--- src/hdl/sfp_map.vh ---
// Purpose : Constants for the slave FIFO port
// Assumes : 100 MHz system clock
// Notes   : Included by every design file of the block
`ifndef SFP_MAP_VH
`define SFP_MAP_VH

// ****************************************************************
// Geometry
// ****************************************************************
`define SFP_DW          16
`define SFP_AW          6
`define SFP_DEPTH       64
`define SFP_NFIFO       4
`define SFP_SELW        2
`define SFP_CNTW        7
`define SFP_MW          8

// ****************************************************************
// Timing
// ****************************************************************
`define SFP_CLK_NS      10
`define SFP_FLG_MAX_NS  115
`define SFP_FLG_CYC     (`SFP_FLG_MAX_NS / `SFP_CLK_NS)

// ****************************************************************
// Reset and increment values
// ****************************************************************
`define SFP_PTR_RST     6'h00
`define SFP_CNT_RST     7'h00
`define SFP_ONE_CNT     7'h01
`define SFP_ONE_PTR     6'h01
`define SFP_PKT_RST     8'h00
`define SFP_ONE_PKT     8'h01
`define SFP_SYNC_RST    2'h0

`endif

--- src/hdl/sfp_ram.v ---
// Purpose : Word store for the four endpoint FIFOs
// Assumes : One write and one read port, same clock
// Notes   : Read data leaves from a register
`timescale 1ns/1ps
`include "sfp_map.vh"

module sfp_ram
(
  // Clock
  input  wire                              clk_i,
  // Write port
  input  wire                              we_i,
  input  wire [`SFP_SELW+`SFP_AW-1:0]      waddr_i,
  input  wire [`SFP_DW-1:0]                wdata_i,
  // Read port
  input  wire [`SFP_SELW+`SFP_AW-1:0]      raddr_i,
  output reg  [`SFP_DW-1:0]                rdata_o
);

  reg [`SFP_DW-1:0] mem [0:`SFP_NFIFO*`SFP_DEPTH-1];

  always @(posedge clk_i)
  begin
    if (we_i)
    begin
      mem[waddr_i] <= wdata_i;
    end
    rdata_o <= mem[raddr_i];
  end

endmodule

--- src/hdl/sfp_sync.v ---
// Purpose : Two-stage synchroniser for pin inputs
// Assumes : Inputs are asynchronous to clk_i
// Notes   : First stage feeds only the second stage
`timescale 1ns/1ps
`include "sfp_map.vh"

module sfp_sync
#(
  parameter W = 1
)
(
  // Clock and reset
  input  wire         clk_i,
  input  wire         reset_n_i,
  // Data
  input  wire [W-1:0] d_i,
  output wire [W-1:0] q_o
);

  reg [W-1:0] meta_q;
  reg [W-1:0] sync_q;

  always @(posedge clk_i or negedge reset_n_i)
  begin
    if (!reset_n_i)
    begin
      meta_q <= {W{1'b0}};
      sync_q <= {W{1'b0}};
    end
    else
    begin
      meta_q <= d_i;
      sync_q <= meta_q;
    end
  end

  assign q_o = sync_q;

endmodule

--- src/hdl/sfp_port.v ---
// Purpose : Slave parallel FIFO port, four endpoint FIFOs, external master
// Assumes : interface_clock slower than clk_i/4; all pins synchronised
// Notes   : Transfers act on rising interface_clock edges found by clk_i
//
// Operation
// [RL1] Output enable only drives prefetched current word
// [RL2] Bus undriven while output enable inactive
// [RL3] Read needs chip select and read strobe
// [RL4] Read edge advances pointer, shows next word
// [RL5] Burst read gives one word per edge
// [RL6] Write needs chip select and write strobe
// [RL7] Master sets data before write edge
// [RL8] Write edge stores word, bumps pointer
// [RL9] Flags updated after each written word
// [RL10] Master sets select 25 ns before edge
// [RL11] Select chooses flags and data immediately
// [RL12] Commit strobe with last word or later
// [RL13] Word on commit edge joins short packet
// [RL14] Master holds select during commit strobe
// [RL15] Auto mode commits at programmed length
// [RL16] Master delays short commit after auto
// [RL17] Async commit strobe low/high 50 ns
// [RL18] Async commit flags within 115 ns
// [RL19] Strobe and flag polarity configurable
// [RL20] Works with chip select tied active
// [RL21] Ignore write when full, read when empty
`timescale 1ns/1ps
`include "sfp_map.vh"

module sfp_port
(
  // Clock and reset
  input  wire                  clk_i,
  input  wire                  reset_n_i,
  // Link pins
  input  wire                  interface_clock_i,
  input  wire                  fifo_chip_select_i,
  input  wire                  fifo_output_enable_i,
  input  wire                  fifo_read_strobe_i,
  input  wire                  fifo_write_strobe_i,
  input  wire                  packet_commit_strobe_i,
  input  wire [`SFP_SELW-1:0]  fifo_select_i,
  input  wire [`SFP_DW-1:0]    fifo_data_i,
  output reg  [`SFP_DW-1:0]    fifo_data_o,
  output reg                   fifo_data_oe_o,
  // Flags to master
  output reg                   fifo_empty_flag_o,
  output reg                   fifo_full_flag_o,
  // Configuration
  input  wire                  strobe_active_high_i,
  input  wire                  flag_active_high_i,
  input  wire                  commit_async_i,
  input  wire                  auto_commit_en_i,
  input  wire [`SFP_CNTW-1:0]  auto_commit_length_i,
  // USB side drain and status
  input  wire [`SFP_NFIFO-1:0] pkt_drain_i,
  output reg  [`SFP_NFIFO-1:0] pkt_pending_o,
  output reg  [`SFP_NFIFO-1:0] pkt_commit_o
);

  // ****************************************************************
  // Input synchronisers
  // ****************************************************************
  wire [10:0] pin_s;

  sfp_sync #(.W(11)) u_sync
  (
    .clk_i     (clk_i),
    .reset_n_i (reset_n_i),
    .d_i       ({interface_clock_i, fifo_chip_select_i,
                 fifo_output_enable_i, fifo_read_strobe_i,
                 fifo_write_strobe_i, packet_commit_strobe_i,
                 fifo_select_i, 3'h0}),
    .q_o       (pin_s)
  );

  wire [`SFP_DW-1:0] data_s;

  sfp_sync #(.W(`SFP_DW)) u_sync_d
  (
    .clk_i     (clk_i),
    .reset_n_i (reset_n_i),
    .d_i       (fifo_data_i),
    .q_o       (data_s)
  );

  // Active level of a strobe after polarity selection
  function act;
    input raw;
    input hi;
    begin
      act = hi ? raw : ~raw;
    end
  endfunction

  wire                 interface_clock_s = pin_s[10];
  wire                 cs_a    = act(pin_s[9], strobe_active_high_i); //RL19
  wire                 oe_a    = act(pin_s[8], strobe_active_high_i);
  wire                 rd_a    = act(pin_s[7], strobe_active_high_i);
  wire                 wr_a    = act(pin_s[6], strobe_active_high_i);
  wire                 pe_a    = act(pin_s[5], strobe_active_high_i);
  wire [`SFP_SELW-1:0] sel     = pin_s[4:3];

  reg interface_clock_q;
  reg pe_q;

  always @(posedge clk_i or negedge reset_n_i)
  begin
    if (!reset_n_i)
    begin
      interface_clock_q <= 1'b0;
      pe_q    <= 1'b0;
    end
    else
    begin
      interface_clock_q <= interface_clock_s;
      pe_q    <= pe_a;
    end
  end

  wire rise = interface_clock_s & ~interface_clock_q;

  // ****************************************************************
  // Per-FIFO state
  // ****************************************************************
  reg [`SFP_AW-1:0]   wptr_q [0:`SFP_NFIFO-1];
  reg [`SFP_AW-1:0]   rptr_q [0:`SFP_NFIFO-1];
  reg [`SFP_CNTW-1:0] cnt_q  [0:`SFP_NFIFO-1];
  reg [`SFP_CNTW-1:0] acc_q  [0:`SFP_NFIFO-1];
  reg [`SFP_MW-1:0]   pkt_q  [0:`SFP_NFIFO-1];

  wire [`SFP_CNTW-1:0] cnt_sel = cnt_q[sel];
  wire full_sel  = (cnt_sel == `SFP_DEPTH);
  wire empty_sel = (cnt_sel == `SFP_CNT_RST);

  // Chip select tied active simply leaves cs_a high
  wire do_wr = rise & cs_a & wr_a & ~full_sel;   //RL6 RL20 RL21 RL7
  wire do_rd = rise & cs_a & rd_a & ~empty_sel;  //RL3 RL21
  // Synchronous commit samples on the edge; async acts on strobe start
  wire do_pe = commit_async_i ? (pe_a & ~pe_q) : (rise & pe_a); //RL12

  genvar g;
  generate
    for (g = 0; g < `SFP_NFIFO; g = g + 1)
    begin : g_fifo
      wire hit   = (sel == g);
      wire wr_g  = do_wr & hit;
      wire rd_g  = do_rd & hit;
      wire [`SFP_CNTW-1:0] acc_n = acc_q[g] +
                            (wr_g ? `SFP_ONE_CNT : `SFP_CNT_RST);
      // Word written on the commit edge is counted in acc_n
      wire man_c  = do_pe & hit & (acc_n != `SFP_CNT_RST); //RL13
      wire auto_c = auto_commit_en_i & wr_g &
                    (acc_n == auto_commit_length_i);       //RL15
      wire commit = man_c | auto_c;
      wire drain  = pkt_drain_i[g] & (pkt_q[g] != `SFP_PKT_RST);

      always @(posedge clk_i or negedge reset_n_i)
      begin
        if (!reset_n_i)
        begin
          wptr_q[g]       <= `SFP_PTR_RST;
          rptr_q[g]       <= `SFP_PTR_RST;
          cnt_q[g]        <= `SFP_CNT_RST;
          acc_q[g]        <= `SFP_CNT_RST;
          pkt_q[g]        <= `SFP_PKT_RST;
          pkt_commit_o[g] <= 1'b0;
          pkt_pending_o[g]<= 1'b0;
        end
        else
        begin
          if (wr_g)
          begin
            wptr_q[g] <= wptr_q[g] + `SFP_ONE_PTR;             //RL8
          end
          if (rd_g)
          begin
            rptr_q[g] <= rptr_q[g] + `SFP_ONE_PTR;             //RL4 RL5
          end
          if (wr_g & ~rd_g)
          begin
            cnt_q[g] <= cnt_q[g] + `SFP_ONE_CNT;               //RL9
          end
          else if (rd_g & ~wr_g)
          begin
            cnt_q[g] <= cnt_q[g] - `SFP_ONE_CNT;
          end
          acc_q[g] <= commit ? `SFP_CNT_RST : acc_n;
          if (commit & ~drain)
          begin
            pkt_q[g] <= pkt_q[g] + `SFP_ONE_PKT;
          end
          else if (drain & ~commit)
          begin
            pkt_q[g] <= pkt_q[g] - `SFP_ONE_PKT;
          end
          pkt_commit_o[g]  <= commit;
          pkt_pending_o[g] <= (pkt_q[g] != `SFP_PKT_RST) | commit;
        end
      end
    end
  endgenerate

  // ****************************************************************
  // Storage
  // ****************************************************************
  wire [`SFP_DW-1:0] rd_word;
  wire [`SFP_AW-1:0] rptr_nx = rptr_q[sel] +
                       (do_rd ? `SFP_ONE_PTR : `SFP_PTR_RST);

  // Read address looks one word ahead so the prefetched word is ready
  sfp_ram u_ram
  (
    .clk_i   (clk_i),
    .we_i    (do_wr),
    .waddr_i ({sel, wptr_q[sel]}),
    .wdata_i (data_s),
    .raddr_i ({sel, rptr_nx}),
    .rdata_o (rd_word)
  );

  // ****************************************************************
  // Outputs
  // ****************************************************************
  // Flags follow select with no strobe; worst case a few clk_i cycles,
  // well inside the async commit bound of SFP_FLG_CYC cycles
  always @(posedge clk_i or negedge reset_n_i)
  begin
    if (!reset_n_i)
    begin
      fifo_data_o       <= {`SFP_DW{1'b0}};
      fifo_data_oe_o    <= 1'b0;
      fifo_empty_flag_o <= 1'b0;
      fifo_full_flag_o  <= 1'b0;
    end
    else
    begin
      fifo_data_o       <= rd_word;                         //RL1 RL11
      fifo_data_oe_o    <= oe_a;                            //RL2
      fifo_empty_flag_o <= act(empty_sel, flag_active_high_i); //RL9 RL18
      fifo_full_flag_o  <= act(full_sel, flag_active_high_i);  //RL19
    end
  end

endmodule

--- config.mk ---
export PLATFORM = sky130hd
export DESIGN_NAME = sfp_port
export DESIGN_NICKNAME = d
export VERILOG_FILES = /design/src/hdl/sfp_ram.v /design/src/hdl/sfp_sync.v /design/src/hdl/sfp_port.v
export VERILOG_INCLUDE_DIRS = /design/src /design/src/hdl
export SDC_FILE = /design/constraint.sdc
export NUM_CORES = 2
export LEC_CHECK = 0
export BUFFER_PORTS_ARGS = -buffer_cell sky130_fd_sc_hd__buf_2
export CORE_MARGIN = 5
export CORE_UTILIZATION = 60
export DETAILED_ROUTE_END_ITERATION = 16
export HOLD_SLACK_MARGIN = 0.03
export PLACE_DENSITY_LB_ADDON = 0.08
export SLEW_MARGIN = 20
export SYNTH_ARGS = -nofsm -noshare
export SYNTH_HDL_FRONTEND = slang
export SYNTH_SLANG_ARGS = --single-unit
--- constraint.sdc ---
create_clock -name clk_i -period 11 [get_ports clk_i]
set_input_delay 1.1 -clock clk_i [delete_from_list [all_inputs] [get_ports clk_i]]
set_output_delay 1.1 -clock clk_i [all_outputs]
set_load 0.1 [all_outputs]
==> results.md <==
* Number of core rows at 197
* Placed Cells at 12,700
* Multi-input gate area at 42,800 um2
* GR Overflow Total at 0
* Total nets after synthesis at 9,125
* Critical path, cell by cell: or4_1 -> nor3_1 -> mux4_2 -> nor2b_1 -> a211o_1 -> inv_1 -> ha_4 -> ha_4 -> buf_12 -> mux4_2 -> a22o_1 -> a221oi_1 -> a31oi_1 -> a2111oi_1 -> buf_4 -> and4bb_1 -> nand4b_1
* Fin util at 67.6%
* # nets final at 9,492
* Initial Util at 60.3%
* Cell taking the most area after synthesis: edfxtp_1
* Initial antenna violation count at 37
* Hold-fix buffers, CTS at 0
* Resize count post-CTS at 0
* Pleak at 62.3 nW
* Final GP Congestion at 0.856
* Met1 WL at 181,000 um
* TritonCTS Buffers at 433
* Full die area at 300,000 um2
* Synth warn at 0
* Setup crit end kind: flop
* Core Area at 288,000 um2
* Buffers and inverters on the worst path at 3
* Largest net degree at the start of global routing at 221
* Synth area leaders: edfxtp_1, mux4_2, dfrtp_1
* Max-cap violations at 0
* Total GRT Usage at 32.4%
* WL per Instance at 36.1 um
* R2r endpoint: u_ram.rdata_o[9]$_DFF_P_
* Post-route ant nets at 0
* Remaining DRCs at 0
* Comb pwr share at 26.1%
* Vias in the first global route at 93,600
* Pre-antenna DRT Iters at 6
* Met2 WL post-DR at 225,000 um
* Minimum clock period at 7560 ps
* Post-synth top area share at 70.8%
* Skew final at 51.1 ps
* CTS max path bufs at 4
* Status: complete, no violations
* Pwr Density at 231 nW/um2
* Crit path DAT at 8370 ps
* Global-route wire length before repair at 696,000 um
* I/O Buffers at 67
* Slew Viols, Final at 0
* Final Hold Fails at 0
* Post-synthesis sequential area ratio at 74.1%
* Crit-path slowest cell: a2111oi_1
* Peak VDD IR at 0.000246 V
* Place WS at 3430 ps
* R2R setup slack at 3440 ps
* WL final at 489,000 um
* Distinct cell type count after synthesis at 67
* Worst-skew pair later-pin latency at 980 ps
* Iteration-0 DRC Markers at 14,900
* Commonest non-fill, non-tap cell in the layout: edfxtp_1
* Most frequent cells in the layout: edfxtp_1, mux4_2, nand2_1, clkbuf_16, buf_4
* Sequential share of power at 41.2%
* Critical Path Source: cnt_q[10]$_DFFE_PN0P_
* CTS tree: yes
* Crit start category: flop
* Storage cell area at 129,000 um2
* Vias per cell at 7.15
* Setup violations, final at 0
* Async set or reset register ratio after synthesis at 4.92%
* Mean Syn Cell Area at 19.3 um2
* Layout cells sized above 1 at 24.3%
* DP HPWL at 283,000 um
* Via Count at 96,800
* Filler Cell Count at 18,300
* Highest clock rate at 0.132 GHz
* CTS sink cnt at 4,325
* Number of synthesized flops with an enable pin at 4,096
* H-Tree Depth at 5
* Worst slew pin tran at 1250 ps
* Critical path peak fanout at 132
* Setup Total Neg Slack at 0 ps
* Synth-to-layout area growth at 12.2%
* Worst Reg-to-Reg Cells at 17
* Clock power share at 32.7%
* Number of cells in the finished layout apart from fillers at 13,500
* Synthesized flop and latch total at 4,325
* Die Wd at 548 um
* Post-synth top flop: edfxtp_1
* Net Switching at 0.0131 W
* Sw Ratio at 29.2%
* Clock transition at path regs at 60 ps
* Kind of critical path: flop to flop
* Gate Count Post-Synth at 9,004
* Setup bufs post-CTS at 0
* Internal Pwr Total at 0.0319 W
* Post-Syn Area at 174,000 um2
* I/O pins at 68
* Hold Crit Class: input pin to asynchronous set/reset pin
* Worst R2R Start: cnt_q[10]$_DFFE_PN0P_
* Worst EP required at 11,820 ps
* Post-route setup slack at 3440 ps
* Family with the most delay on the worst path: compound AO/OA/AOI/OAI gates
* Die span in y at 548 um
* Fin crit share at 68.7%
* Slowest stage delay, CP at 1030 ps
* Worst slew margin at 16.7%
* CTS Root Cell: clkbuf_16
* DR WL met3 at 60,400 um
* Max Used Layer: met5
* Unrepaired setup endpoints after global routing: no
cell usage after synthesis (4+ instances only):
| cell | n |
|---|---|
| a2111oi_0 | 14 |
| a21o_1 | 15 |
| a21oi_1 | 287 |
| a221o_1 | 10 |
| a221oi_1 | 147 |
| a22o_1 | 64 |
| a22oi_1 | 261 |
| a311oi_1 | 145 |
| a31oi_1 | 130 |
| and2_1 | 5 |
| and3_1 | 69 |
| and4_1 | 6 |
| and4bb_1 | 10 |
| buf_1 | 51 |
| buf_2 | 184 |
| buf_4 | 17 |
| clkbuf_1 | 339 |
| dfrtp_1 | 213 |
| dfxtp_1 | 16 |
| edfxtp_1 | 4096 |
| fa_1 | 8 |
| ha_1 | 72 |
| inv_1 | 31 |
| mux2_2 | 40 |
| mux2i_1 | 107 |
| mux4_2 | 1042 |
| nand2_1 | 565 |
| nand2b_1 | 5 |
| nand3_1 | 141 |
| nand4_1 | 26 |
| nand4b_1 | 10 |
| nor2_1 | 382 |
| nor2b_1 | 15 |
| nor3_1 | 22 |
| nor3b_1 | 4 |
| nor4_1 | 27 |
| o21ai_0 | 166 |
| o21bai_1 | 18 |
| o22ai_1 | 35 |
| or2_2 | 4 |
| or3_1 | 6 |
| or4_1 | 7 |
| xnor2_1 | 103 |
| xor2_1 | 52 |
worst max-delay path by stage:
| stage | endpoint | slack (ps) | cells after the start |
|---|---|---|---|
| after floorplan | pkt_q[31]$_DFFE_PN0P_ | 4850 | 24 |
| final | u_ram.rdata_o[9]$_DFF_P_ | 3440 | 17 |
| after global routing | u_ram.rdata_o[7]$_DFF_P_ | 3080 | 17 |
| after CTS | u_ram.rdata_o[11]$_DFF_P_ | 3360 | 17 |
| after detailed placement | u_ram.rdata_o[11]$_DFF_P_ | 3430 | 17 |
| after global placement | u_ram.rdata_o[14]$_DFF_P_ | 2740 | 15 |
stage by stage:
stage	total power [W]	hold slack, ps	cell area (um2)
floorplan	0.0273	316	174000
global placement	0.0304	319	180000
detailed placement	0.0305	324	180000
CTS	0.0451	176	195000
global route	0.0466	230	195000
finish	0.0450	199	195000
state kept, by name, summed over array words and instances, names as in the netlist, 16 cells and up:
| signal | cells |
|---|---|
| acc_q | 28 |
| cnt_q | 28 |
| fifo_data_o | 16 |
| pkt_q | 32 |
| rptr_q | 24 |
| u_ram.mem | 4096 |
| u_ram.rdata_o | 16 |
| u_sync_d.meta_q | 16 |
| u_sync_d.q_o | 16 |
| wptr_q | 24 |
layout make-up:
type | instances | share of cell area (%)
multi-input cells | 4054 | 22.0
flip-flops and latches | 4325 | 66.1
diodes | 35 | 0.0450
inverters | 31 | 0.0597
well taps | 3781 | 2.43
clock inverters | 263 | 1.40
repair buffers | 526 | 2.16
clock buffers | 532 | 5.87
worst register-to-register path, stage by stage (launching register included):
cell and delay [ps]:
dfrtp_1 390, or4_1 550, nor3_1 250, mux4_2 330, nor2b_1 290, a211o_1 270, inv_1 110, ha_4 190
ha_4 880, buf_12 720, mux4_2 640, a22o_1 250, a221oi_1 210, a31oi_1 430, a2111oi_1 1040, buf_4 240
and4bb_1 470, nand4b_1 160
power by group through the flow:
stage / Combinational [W] / Sequential, W / Clock (W)
2_1_floorplan: 0.00821 / 0.0191 / 0
3_3_place_gp: 0.0115 / 0.0189 / 0
3_5_place_dp: 0.0117 / 0.0189 / 0
4_1_cts: 0.0117 / 0.0185 / 0.0149
5_1_grt: 0.0125 / 0.0186 / 0.0156
6_report: 0.0117 / 0.0185 / 0.0147
cells by family (layout without fill, tap and decap cells):
kind of cell    after synthesis  in the layout  share of synthesized area [%]
other cells                   0             35                              0
mux                        1190           1190                           14.4
compound gates             1311           1311                           5.20
flops                      4325           4325                           74.1
simple gates               1312           1312                           3.32
buf+inv                     625           1352                           1.53
xor+xnor                    161            161                          0.851
fa+ha+maj                    80             80                          0.611
per-layer routing:
metal / track usage, % / vias to the layer above
met2: 48.7 / 6773
met3: 8.10 / 1184
met1: 46.5 / 50700
met5: 0 / -
li1: - / 38100
met4: 13.3 / 14
Note: power is estimated with default switching activity, not from simulation.
